## src/hdl/sdcb_params.svh

```systemverilog
`ifndef SDCB_PARAMS_SVH
`define SDCB_PARAMS_SVH
// timing of the far end, in ns, converted to clock cycles at 50 ns
`define SDCB_CLK_NS 50
`define SDCB_T_ACT_ACC_NS 20
`define SDCB_T_SAME_ACT_NS 70
`define SDCB_T_CROSS_ACT_NS 14
`define SDCB_T_RAS_MIN_NS 49
`define SDCB_CYC_UP(t) (((t) + `SDCB_CLK_NS - 1) / `SDCB_CLK_NS)
`define SDCB_CYC_MIN(t) ((`SDCB_CYC_UP(t) < 1) ? 1 : `SDCB_CYC_UP(t))
// mode register fields
`define SDCB_MODE_BL_LSB 0
`define SDCB_MODE_BL_MSB 2
`define SDCB_MODE_CL_LSB 4
`define SDCB_MODE_CL_MSB 6
`define SDCB_BL_FULL 3'h7
`define SDCB_CL_LONG 3'h3
`define SDCB_ADDR_FLAG 10
`define SDCB_MODE_RESET 14'h0020
// controller registers on apb
`define SDCB_REG_CMD 12'h000
`define SDCB_REG_ADDR 12'h004
`define SDCB_REG_STAT 12'h008
`define SDCB_REG_RDATA 12'h00C
`define SDCB_REG_MASK 12'h010
`define SDCB_MASK_LEAD 2
`endif

```

## src/hdl/sdcb_pkg.sv

```systemverilog
package sdcb_pkg;
	typedef enum logic [3:0] {
		sdcb_nop, sdcb_open, sdcb_close, sdcb_close_all, sdcb_read,
		sdcb_write, sdcb_mode_set, sdcb_refresh, sdcb_stop
	} sdcb_cmd_e;
endpackage

```

## src/hdl/sdcb_if.sv

```systemverilog
`timescale 1ns/1ns
`default_nettype none
interface sdcb_if (input wire logic pclk);
	logic cke;
	logic cs_n;
	logic ras_n;
	logic cas_n;
	logic we_n;
	logic [1:0] bank_select_pins;
	logic [11:0] addr;
	logic [3:0] byte_lane_mask;
	logic [31:0] dq_ctl;
	logic dq_ctl_oe;
	logic [31:0] dq_dev;
	logic [3:0] dq_dev_oe;
	modport dev (input pclk, cke, cs_n, ras_n, cas_n, we_n,
		bank_select_pins, addr, byte_lane_mask, dq_ctl, dq_ctl_oe,
		output dq_dev, dq_dev_oe);
	modport ctl (input pclk, dq_dev, dq_dev_oe,
		output cke, cs_n, ras_n, cas_n, we_n, bank_select_pins, addr,
		byte_lane_mask, dq_ctl, dq_ctl_oe);
endinterface
`default_nettype wire

```

## src/hdl/sdcb_ctl.sv

```systemverilog
// Decided for this implementation: register access over APB and the register offsets.
`timescale 1ns/1ns
`default_nettype none
`include "sdcb_params.svh"
module sdcb_ctl (
	// apb slave
	input wire logic pclk,
	input wire logic presetn,
	input wire logic psel,
	input wire logic penable,
	input wire logic pwrite,
	input wire logic [11:0] paddr,
	input wire logic [31:0] pwdata,
	output logic [31:0] prdata,
	output logic pready,
	output logic pslverr,
	// link to the device
	sdcb_if.ctl lnk
);
	// ----------------------------------------------------------
	// registers
	// ----------------------------------------------------------
	localparam logic [3:0] T_RCD = 4'(`SDCB_CYC_MIN(`SDCB_T_ACT_ACC_NS));
	localparam logic [3:0] T_RC = 4'(`SDCB_CYC_MIN(`SDCB_T_SAME_ACT_NS));
	localparam logic [3:0] T_RRD = 4'(`SDCB_CYC_MIN(`SDCB_T_CROSS_ACT_NS));
	localparam logic [3:0] T_RAS = 4'(`SDCB_CYC_MIN(`SDCB_T_RAS_MIN_NS));
	logic [31:0] addr_r;
	logic [3:0] mask_r;
	logic [31:0] rdata_r;
	logic [31:0] prdata_r;
	logic pready_r;
	logic pend_r;
	sdcb_pkg::sdcb_cmd_e cmd_r;
	logic [3:0] acc_cnt_r [4];
	logic [3:0] rc_cnt_r [4];
	logic [3:0] ras_cnt_r [4];
	logic [3:0] rrd_cnt_r;
	logic [3:0] lead_r;
	logic [3:0] mask_o_r;
	logic [1:0] bs_r;
	logic [11:0] a_r;
	logic ras_n_r, cas_n_r, we_n_r, cs_n_r;
	logic pslverr_r;
	wire acc = psel & penable;
	wire wr = acc & pwrite;
	wire [1:0] cb = addr_r[13:12];
	wire hit_cmd = (paddr == `SDCB_REG_CMD);
	wire hit_addr = (paddr == `SDCB_REG_ADDR);
	wire hit_stat = (paddr == `SDCB_REG_STAT);
	wire hit_rd = (paddr == `SDCB_REG_RDATA);
	wire hit_mask = (paddr == `SDCB_REG_MASK);
	wire hit_any = hit_cmd | hit_addr | hit_stat | hit_rd | hit_mask;
	// ----------------------------------------------------------
	// timing gate before issue
	// ----------------------------------------------------------
	wire is_acc = (cmd_r == sdcb_pkg::sdcb_read)
		| (cmd_r == sdcb_pkg::sdcb_write);
	wire is_open = (cmd_r == sdcb_pkg::sdcb_open);
	wire is_cls = (cmd_r == sdcb_pkg::sdcb_close)
		| (cmd_r == sdcb_pkg::sdcb_close_all);
	// close-all must wait for every bank's row active time
	wire ras_ok = (cmd_r == sdcb_pkg::sdcb_close_all)
		? (ras_cnt_r[0] == 4'h0 && ras_cnt_r[1] == 4'h0
		&& ras_cnt_r[2] == 4'h0 && ras_cnt_r[3] == 4'h0)
		: (ras_cnt_r[cb] == 4'h0);
	wire t_ok = (!is_acc || acc_cnt_r[cb] == 4'h0)
		&& (!is_open || (rc_cnt_r[cb] == 4'h0 && rrd_cnt_r == 4'h0))
		&& (!is_cls || ras_ok)
		// mask leads a write
		&& (cmd_r != sdcb_pkg::sdcb_write || lead_r == 4'h0);
	wire issue = pend_r & t_ok;
	wire [2:0] code = (cmd_r == sdcb_pkg::sdcb_open) ? 3'b011 :
		is_cls ? 3'b010 :
		(cmd_r == sdcb_pkg::sdcb_read) ? 3'b101 :
		(cmd_r == sdcb_pkg::sdcb_write) ? 3'b100 :
		(cmd_r == sdcb_pkg::sdcb_mode_set) ? 3'b000 :
		(cmd_r == sdcb_pkg::sdcb_refresh) ? 3'b001 :
		(cmd_r == sdcb_pkg::sdcb_stop) ? 3'b110 : 3'b111;
	wire [11:0] a_out = (cmd_r == sdcb_pkg::sdcb_close_all)
		? (addr_r[11:0] | 12'h400) : addr_r[11:0];
	always_ff @(posedge pclk or negedge presetn) begin
		if (!presetn) begin
			addr_r <= 32'h0;
			mask_r <= 4'h0;
			pend_r <= 1'b0;
			cmd_r <= sdcb_pkg::sdcb_nop;
			pready_r <= 1'b0;
			pslverr_r <= 1'b0;
			prdata_r <= 32'h0;
			rdata_r <= 32'h0;
			lead_r <= 4'h0;
		end else begin
			pready_r <= psel & ~penable;
			pslverr_r <= psel & ~penable & ~hit_any;
			if (wr & pready_r & hit_addr) addr_r <= pwdata;
			if (wr & pready_r & hit_mask) mask_r <= pwdata[3:0];
			if (wr & pready_r & hit_cmd & ~pend_r) begin
				pend_r <= 1'b1;
				cmd_r <= sdcb_pkg::sdcb_cmd_e'(pwdata[3:0]);
				lead_r <= (pwdata[3:0] == 4'(sdcb_pkg::sdcb_write))
					? 4'(`SDCB_MASK_LEAD) : 4'h0;
			end else if (issue) begin
				pend_r <= 1'b0;
			end else if (lead_r != 4'h0) begin
				lead_r <= lead_r - 4'h1;
			end
			if (lnk.dq_dev_oe != 4'h0) rdata_r <= lnk.dq_dev;
			prdata_r <= hit_stat ? {31'h0, pend_r} :
				hit_rd ? rdata_r : hit_addr ? addr_r :
				hit_mask ? {28'h0, mask_r} : 32'h0;
		end
	end
	generate
		for (genvar g = 0; g < 4; g++) begin : gc
			wire me = (cb == 2'(g));
			always_ff @(posedge pclk or negedge presetn) begin
				if (!presetn) begin
					acc_cnt_r[g] <= 4'h0;
					rc_cnt_r[g] <= 4'h0;
					ras_cnt_r[g] <= 4'h0;
				end else if (issue & is_open & me) begin
					acc_cnt_r[g] <= T_RCD - 4'h1;
					rc_cnt_r[g] <= T_RC - 4'h1;
					ras_cnt_r[g] <= T_RAS - 4'h1;
				end else begin
					if (acc_cnt_r[g] != 4'h0) acc_cnt_r[g] <= acc_cnt_r[g] - 4'h1;
					if (rc_cnt_r[g] != 4'h0) rc_cnt_r[g] <= rc_cnt_r[g] - 4'h1;
					if (ras_cnt_r[g] != 4'h0) ras_cnt_r[g] <= ras_cnt_r[g] - 4'h1;
				end
			end
		end
	endgenerate
	// ----------------------------------------------------------
	// pins
	// ----------------------------------------------------------
	always_ff @(posedge pclk or negedge presetn) begin
		if (!presetn) begin
			rrd_cnt_r <= 4'h0;
			{cs_n_r, ras_n_r, cas_n_r, we_n_r} <= 4'hF;
			bs_r <= 2'h0;
			a_r <= 12'h000;
			mask_o_r <= 4'h0;
		end else begin
			rrd_cnt_r <= (issue & is_open) ? T_RRD - 4'h1 :
				(rrd_cnt_r != 4'h0) ? rrd_cnt_r - 4'h1 : 4'h0;
			cs_n_r <= ~issue;
			{ras_n_r, cas_n_r, we_n_r} <= issue ? code : 3'b111;
			bs_r <= cb;
			a_r <= a_out;
			mask_o_r <= (pend_r & cmd_r == sdcb_pkg::sdcb_write) ? 4'hF : mask_r;
		end
	end
	assign lnk.cke = 1'b1;
	assign lnk.cs_n = cs_n_r;
	assign lnk.ras_n = ras_n_r;
	assign lnk.cas_n = cas_n_r;
	assign lnk.we_n = we_n_r;
	assign lnk.bank_select_pins = bs_r;
	assign lnk.addr = a_r;
	assign lnk.byte_lane_mask = mask_o_r;
	assign lnk.dq_ctl = 32'h0;
	assign lnk.dq_ctl_oe = 1'b0;
	assign prdata = prdata_r;
	assign pready = pready_r;
	assign pslverr = pslverr_r;
endmodule
`default_nettype wire

```

## src/flat_wrapper.sv

```systemverilog
// flat-port wrapper written by rule: the top's interface ports become plain ports
module sdcb_ctl_flat 
  (pclk, presetn, psel, penable, pwrite, paddr, pwdata, prdata, pready, pslverr, lnk_dq_dev, lnk_dq_dev_oe, lnk_cke, lnk_cs_n, lnk_ras_n, lnk_cas_n, lnk_we_n, lnk_bank_select_pins, lnk_addr, lnk_byte_lane_mask, lnk_dq_ctl, lnk_dq_ctl_oe);
  sdcb_if lnk_i (.pclk(pclk));
  input wire logic pclk;
  input wire logic presetn;
  input wire logic psel;
  input wire logic penable;
  input wire logic pwrite;
  input wire logic [11:0] paddr;
  input wire logic [31:0] pwdata;
  output logic [31:0] prdata;
  output logic pready;
  output logic pslverr;
  input wire logic [$bits(lnk_i.dq_dev)-1:0] lnk_dq_dev;
  input wire logic [$bits(lnk_i.dq_dev_oe)-1:0] lnk_dq_dev_oe;
  output wire logic [$bits(lnk_i.cke)-1:0] lnk_cke;
  output wire logic [$bits(lnk_i.cs_n)-1:0] lnk_cs_n;
  output wire logic [$bits(lnk_i.ras_n)-1:0] lnk_ras_n;
  output wire logic [$bits(lnk_i.cas_n)-1:0] lnk_cas_n;
  output wire logic [$bits(lnk_i.we_n)-1:0] lnk_we_n;
  output wire logic [$bits(lnk_i.bank_select_pins)-1:0] lnk_bank_select_pins;
  output wire logic [$bits(lnk_i.addr)-1:0] lnk_addr;
  output wire logic [$bits(lnk_i.byte_lane_mask)-1:0] lnk_byte_lane_mask;
  output wire logic [$bits(lnk_i.dq_ctl)-1:0] lnk_dq_ctl;
  output wire logic [$bits(lnk_i.dq_ctl_oe)-1:0] lnk_dq_ctl_oe;
  assign lnk_i.dq_dev = lnk_dq_dev;
  assign lnk_i.dq_dev_oe = lnk_dq_dev_oe;
  assign lnk_cke = lnk_i.cke;
  assign lnk_cs_n = lnk_i.cs_n;
  assign lnk_ras_n = lnk_i.ras_n;
  assign lnk_cas_n = lnk_i.cas_n;
  assign lnk_we_n = lnk_i.we_n;
  assign lnk_bank_select_pins = lnk_i.bank_select_pins;
  assign lnk_addr = lnk_i.addr;
  assign lnk_byte_lane_mask = lnk_i.byte_lane_mask;
  assign lnk_dq_ctl = lnk_i.dq_ctl;
  assign lnk_dq_ctl_oe = lnk_i.dq_ctl_oe;
  sdcb_ctl u_core (.pclk(pclk), .presetn(presetn), .psel(psel), .penable(penable), .pwrite(pwrite), .paddr(paddr), .pwdata(pwdata), .prdata(prdata), .pready(pready), .pslverr(pslverr), .lnk(lnk_i));
endmodule
```

## config.mk

```make
export PLATFORM = sky130hd
export DESIGN_NAME = sdcb_ctl_flat
export DESIGN_NICKNAME = d
export VERILOG_FILES = /design/src/hdl/sdcb_pkg.sv /design/src/hdl/sdcb_if.sv /design/src/hdl/sdcb_ctl.sv /design/src/flat_wrapper.sv
export VERILOG_INCLUDE_DIRS = /design/src /design/src/hdl
export SDC_FILE = /design/constraint.sdc
export NUM_CORES = 1
export LEC_CHECK = 0
export BUFFER_PORTS_ARGS = -buffer_cell sky130_fd_sc_hd__buf_2
export CAP_MARGIN = 20
export CORE_MARGIN = 3
export CORE_UTILIZATION = 61
export CTS_BUF_LIST = sky130_fd_sc_hd__clkbuf_8
export CTS_CLUSTER_SIZE = 24
export DETAILED_ROUTE_END_ITERATION = 12
export GPL_TIMING_DRIVEN = 1
export PLACE_DENSITY = 0.88
export SYNTH_ARGS = -nofsm -noshare
export SYNTH_HDL_FRONTEND = slang
export SYNTH_SLANG_ARGS = --single-unit
```

## constraint.sdc

```tcl
create_clock -name pclk -period 3.2 [get_ports pclk]
set_input_delay 0.32 -clock pclk [delete_from_list [all_inputs] [get_ports pclk]]
set_output_delay 0.32 -clock pclk [all_outputs]
set_load 0.02 [all_outputs]
```

# Word level (Yosys, flattened, before mapping)

Index checks and enable logic that the tools add are counted.

Flip-flop bits (word level): 185
Output and inout port bits: 90
Logic and storage cells: 200

$add $sub $neg: 14
$lt $le $gt $ge: 1
Eq/ne operators: 18
Multiplexer cells: 56
Bitwise gates (word level): 27
Reductions and logical operators: 55

Operators by type and width:

| kind                  | number |
|---|---|
| $mux W4               | 37 |
| $mux W32              | 3 |
| $reduce_bool A4 Y1    | 15 |
| $sub A4 B1 Y4 const B | 14 |
| $logic_not A4 Y1      | 9 |
| $reduce_bool A2 Y1    | 14 |
| $bmux W4 S2           | 3 |
| $eq A12 B4 Y1 const B | 2 |
| $mux W3               | 7 |
| $eq A4 B3 Y1 const B  | 5 |
| $and A1 B1 Y1         | 16 |
| $eq A12 B3 Y1 const B | 1 |
| $eq A12 B5 Y1 const B | 1 |
| $logic_not A12 Y1     | 1 |
| $mux W11              | 1 |
| $eq A4 B2 Y1 const B  | 2 |
| $logic_and A1 B1 Y1   | 7 |
| $or A1 B1 Y1          | 6 |
| $eq A2 B2 Y1 const B  | 2 |
| $eq A4 B1 Y1 const B  | 1 |
| $eq A4 B4 Y1 const B  | 1 |
| $logic_or A1 B1 Y1    | 4 |
| $mux W1               | 4 |
| $ne A4 B3 Y1 const B  | 1 |
| 9 further kinds       | 14 |

# Longest topological paths before layout

Depth after elaboration: 14
Gate-level depth with buffers: 10

# Worst setup path before layout

No wires, ideal clock.

Kind: register -> register
Start point: register u_core.ras_cnt_r[12] in the netlist's numbering
End point: register u_core.lead_r[1]
Library setup time: 0.132 ns
Arrival: 2.037 ns
Setup slack: 1.031 ns
Cell stages (with the launch flop): 10
Period minus slack after synthesis: 2.169 ns
Cell sequence: dfrtp_1 inv_1 ha_1 or3b_1 nor4_4 a211oi_4 nor3b_2 buf_6 or3_1 o211ai_2

Cells in the longest elaborated chain, start to end: 11
Elaborated cells on any way between the ends: 15

Ends and longest elaborated chain:

| what                                                                 | line                           | text |
|---|---|---|
| start: declaration                                                   | sdcb_ctl.sv:36                 | `logic [3:0] ras_cnt_r [4];` |
| start signal: indexed assignment                                     | sdcb_ctl.sv:124                | `ras_cnt_r[g] <= T_RAS - 4'h1;` |
| $bmux W4 S2 or $logic_not A4 Y1 (tied branches)                      | sdcb_ctl.sv:65, sdcb_ctl.sv:63 |  |
| $mux W4 (not written as such) or $logic_and A1 B1 Y1 (tied branches) | sdcb_ctl.sv:65, sdcb_ctl.sv:63 |  |
| $mux W4 (not written as such) or $logic_and A1 B1 Y1 (tied branches) | sdcb_ctl.sv:65, sdcb_ctl.sv:64 |  |
| $logic_not A4 Y1 or $logic_and A1 B1 Y1 (tied branches)              | sdcb_ctl.sv:65, sdcb_ctl.sv:64 |  |
| $mux W1 *                                                            | sdcb_ctl.sv:63                 | `? (ras_cnt_r[0] == 4'h0 && ras_cnt_r[1] == 4'h0` |
| $logic_or A1 B1 Y1 *                                                 | sdcb_ctl.sv:68                 | `&& (!is_cls \|\| ras_ok)` |
| $logic_and A1 B1 Y1 *                                                | sdcb_ctl.sv:68                 |  |
| $logic_and A1 B1 Y1 *                                                | sdcb_ctl.sv:70                 | `&& (cmd_r != sdcb_pkg::sdcb_write \|\| lead_r == 4'h0);` |
| $and A1 B1 Y1 *                                                      | sdcb_ctl.sv:71                 | `wire issue = pend_r & t_ok;` |
| $ne A2 B2 Y1 (no source line) *                                      | n/a                            |  |
| $reduce_and A2 Y1 (no source line) *                                 | n/a                            |  |
| end signal: assignment                                               | sdcb_ctl.sv:100                | `lead_r <= (pwdata[3:0] == 4'(sdcb_pkg::sdcb_write))` |
| end signal: assignment                                               | sdcb_ctl.sv:105                | `lead_r <= lead_r - 4'h1;` |
| end: declaration                                                     | sdcb_ctl.sv:38                 | `logic [3:0] lead_r;` |

Mark *: on every way between the ends. The rest lies on a longest branch, timed or not. The select of a mux whose other input is x is not followed.
A chain may end at the register's enable or synchronous reset.

# Worst setup path in the final report

Start point: register u_core.lead_r[0]
End point: register u_core.lead_r[1]

Cells in the longest elaborated chain, start to end: 6
Elaborated cells on any way between the ends: 12

Ends and longest elaborated chain:

| what |
|---|
| branches (longest 6 deep; another with $sub A4 B1 Y4) |

Parallel ways; which one is timed is not known. The select of a mux whose other input is x is not followed.

==> results.ini <==
[run_status]
outcome=completed

[clock_network]
cts_setup_buffers=0
clk_latency_ps=470
numCtsBuffers=17
clk_pin_slew_worst_paths_ps=90
cts_root_buffer=clkbuf_8
cts.sinks=185
cts_buffer_depth=2
cts_max_level=4
cts_tree=done

[drt]
routed_via_density=5.59
wl_per_cell_um=17.4
drtAntennaViolNets=0
wirelength_um=17300
drtIter0Drc=345
drcViolationCount=0
firstDrtPassIters=4
vias=5553

[pwr]
power_leakage_nw=4.71
p_per_area_nw_per_um2=473
power.total_mw=4.33
irDropWorstVdd_v=0.000407

[sta]
setup_viol=0
grt_setup_unrepaired=false
slew_headroom_pct=54.2
finalCriticalPeriod_ps=2660
worst_slew_pin_slew_ps=682
fmax_ghz=0.376
setup_tns_ps=0
min_period_over_period_pct=83.1
hold_viol=0
finalClockSkew_ps=13.2
maxSlewViolCount=0

[floorplan]
io_pins=175
die_h_um=120
fp-row-count=41
dieArea_um2=14400
start_util_pct=62.8
core_area_um2=12700
die_w_um=120

[yosys]
yosys_register_bits=185
ys.warnings.count=0
synth-edff-count=0
ys.flop_type=dfrtp_1
avgSynthCellArea_um2=12.1
yosysSeqAreaShare_pct=58.3
synth_area_um2=7950
async_flop_share_pct=100
synth_cell_types=56
synth_cells=657

[critical_path]
critPathLaunchType=flop
crit_fanout=11
reg2reg_to=u_core.lead_r[1]$_DFFE_PN0P_
endpoint=u_core.lead_r[1]$_DFFE_PN0P_
path_class=flop to flop
worstPathArrival_ps=3000
rrSetupSlack_ps=540
rr_worst_depth=9
rr_startpoint=u_core.lead_r[0]$_DFFE_PN0P_
cp.required_ps=3540
end_kind=flop
worstSetupStartpoint=u_core.lead_r[0]$_DFFE_PN0P_

[global_routing]
track_usage_pct=25.2
grt_pass1_wl_um=28400
grt_pass1_vias=5854
grt_max_degree=88
overflow=0
antenna_found_initial=1

[final_layout]
antennaDiodeCount=0
fill_cells=871
areaGrowthSynthToFinish_pct=15.2
fin_nets=912
layout-drive-gt1-share_pct=32.5

[placement]
gp_congestion=0.928
hpwl_um=12800
port_buffers=140

[min_path]
hold_class=input port to flop

[flow_run]
maxCapViolCount=0

-- per-stage QoR --
step | cell area [um2] | setup slack (ps) | hold slack, ps | std cells | utilization, %
3_5_place_dp | 8780 | 623 | 355 | 961 | 69.3
5_1_grt | 9160 | 347 | 41.4 | 994 | 72.3
6_report | 9160 | 540 | 76.4 | 994 | 72.3
4_1_cts | 9150 | 606 | 0.401 | 993 | 72.2
3_3_place_gp | 8780 | 800 | 343 | 961 | 69.3
2_1_floorplan | 8070 | 1030 | 24.4 | 689 | -
-- how the worst min path moves through the flow --
stage	start	to	slack, ps	depth (start not counted)
2_1_floorplan	presetn	u_core.acc_cnt_r[0]$_DFFE_PN0P_	20	0
3_3_place_gp	presetn	u_core.prdata[0]$_DFF_PN0_	340	1
3_5_place_dp	presetn	u_core.prdata[0]$_DFF_PN0_	360	1
4_1_cts	penable	u_core.pready$_DFF_PN0_	0.4	2
5_1_grt	pwdata[14]	u_core.addr_r[14]$_DFFE_PN0P_	40	2
6_report	lnk_dq_dev[18]	u_core.rdata_r[18]$_DFFE_PN0P_	80	2
-- cell usage after synthesis, types with 3 or more instances --
cell | n | area share, %
a211oi_1 | 13 | 1.2
a21oi_1 | 20 | 1.3
a222oi_1 | 3 | 0.38
a22o_1 | 28 | 3.1
buf_2 | 7 | 0.44
buf_4 | 34 | 3.2
clkbuf_1 | 11 | 0.52
dfrtp_1 | 181 | 57
dfstp_2 | 4 | 1.3
ha_1 | 17 | 2.7
inv_1 | 38 | 1.8
mux2_2 | 71 | 10
mux2i_1 | 4 | 0.50
nand2_1 | 31 | 1.5
nand2b_1 | 24 | 1.9
nand3_1 | 7 | 0.44
nand3b_1 | 8 | 0.76
nor2_1 | 53 | 2.5
nor2b_1 | 4 | 0.31
nor3_1 | 12 | 0.76
nor3b_1 | 3 | 0.28
nor4_1 | 14 | 1.1
o21ai_0 | 9 | 0.57
o22ai_1 | 3 | 0.24
o31ai_1 | 4 | 0.38
or3_1 | 8 | 0.63
xnor2_1 | 12 | 1.3
-- cell type report --
cell class                 instances  area, um2  share of cell area, %
inverter                          39        146                   1.60
sequential                       185       4630                   50.6
clock buffer                      18        248                   2.71
clock inverter                    13        108                   1.18
tap                              172        215                   2.35
multi-input combinational        412       2970                   32.4
timing repair buffer             155        837                   9.14
-- flip-flops by register name, indices dropped and copies added (netlist names), 2 cells and up --
signal,flops
u_core.addr_r,32
u_core.rdata_r,32
u_core.lnk.bank_select_pins,2
u_core.mask_r,4
u_core.ras_cnt_r,16
u_core.lead_r,4
u_core.cmd_r,4
u_core.lnk.addr,12
u_core.prdata,32
u_core.rrd_cnt_r,4
u_core.acc_cnt_r,16
u_core.rc_cnt_r,16
u_core.lnk.byte_lane_mask,4
-- per-layer routing --
metal	GRT usage, %	routed length, um	vias up
met5	0	13	-
met4	8.30	375	2
met3	9.07	1230	37
met2	42.7	9050	175
met1	30.0	6630	2808
li1	-	-	2531
-- critical path: stages, from the launching register on --
cell and delay [ps]:
dfrtp_1 420, inv_1 80, ha_1 160, nor3b_1 440, o22ai_1 150, a211oi_1 320
o2bb2ai_2 160, nor3b_2 510, or3_1 230, o211ai_2 70
-- cell usage in the layout, fill, tap and decap left out, types with 5 or more instances in the layout --
| cell | Yosys | layout |
|---|---|---|
| buf_4 | 34 | 12 |
| nand2_1 | 31 | 31 |
| nor3_1 | 12 | 12 |
| buf_2 | 7 | 139 |
| nor2_1 | 53 | 52 |
| o21ai_0 | 9 | 9 |
| inv_1 | 38 | 42 |
| nand3b_1 | 8 | 8 |
| dfrtp_1 | 181 | 181 |
| clkinvlp_4 | 0 | 5 |
| a211oi_1 | 13 | 13 |
| ha_1 | 17 | 17 |
| nand3_1 | 7 | 7 |
| nand2b_1 | 24 | 24 |
| or3_1 | 8 | 8 |
| mux2_2 | 71 | 71 |
| conb_1 | 2 | 34 |
| a22o_1 | 28 | 28 |
| nor4_1 | 14 | 13 |
| xnor2_1 | 12 | 12 |
| a21oi_1 | 20 | 20 |
| clkbuf_8 | 0 | 18 |
-- power by group --
part	total (mW)	switching [mW]	internal, mW
logic	0.414	0.239	0.176
clock network	1.44	0.813	0.625
registers	2.48	0.0642	2.41
-- kinds of logic after synthesis --
group                    synth area share, %
adder cells (fa/ha/maj)                 2.67
AND/OR/NAND/NOR                         12.0
other                                 0.0944
flip-flops                              58.3
buffers and inverters                   6.15
multiplexers                            10.6
XOR/XNOR                                1.32
AO/OA/AOI/OAI                           8.91
-- repair_timing --
item | CTS | global route
hold endpoints to repair | 67 | 1
gates resized for setup | 0 | 0
hold buffers | 1 | 1
Note: power is estimated with default switching activity, not from simulation.
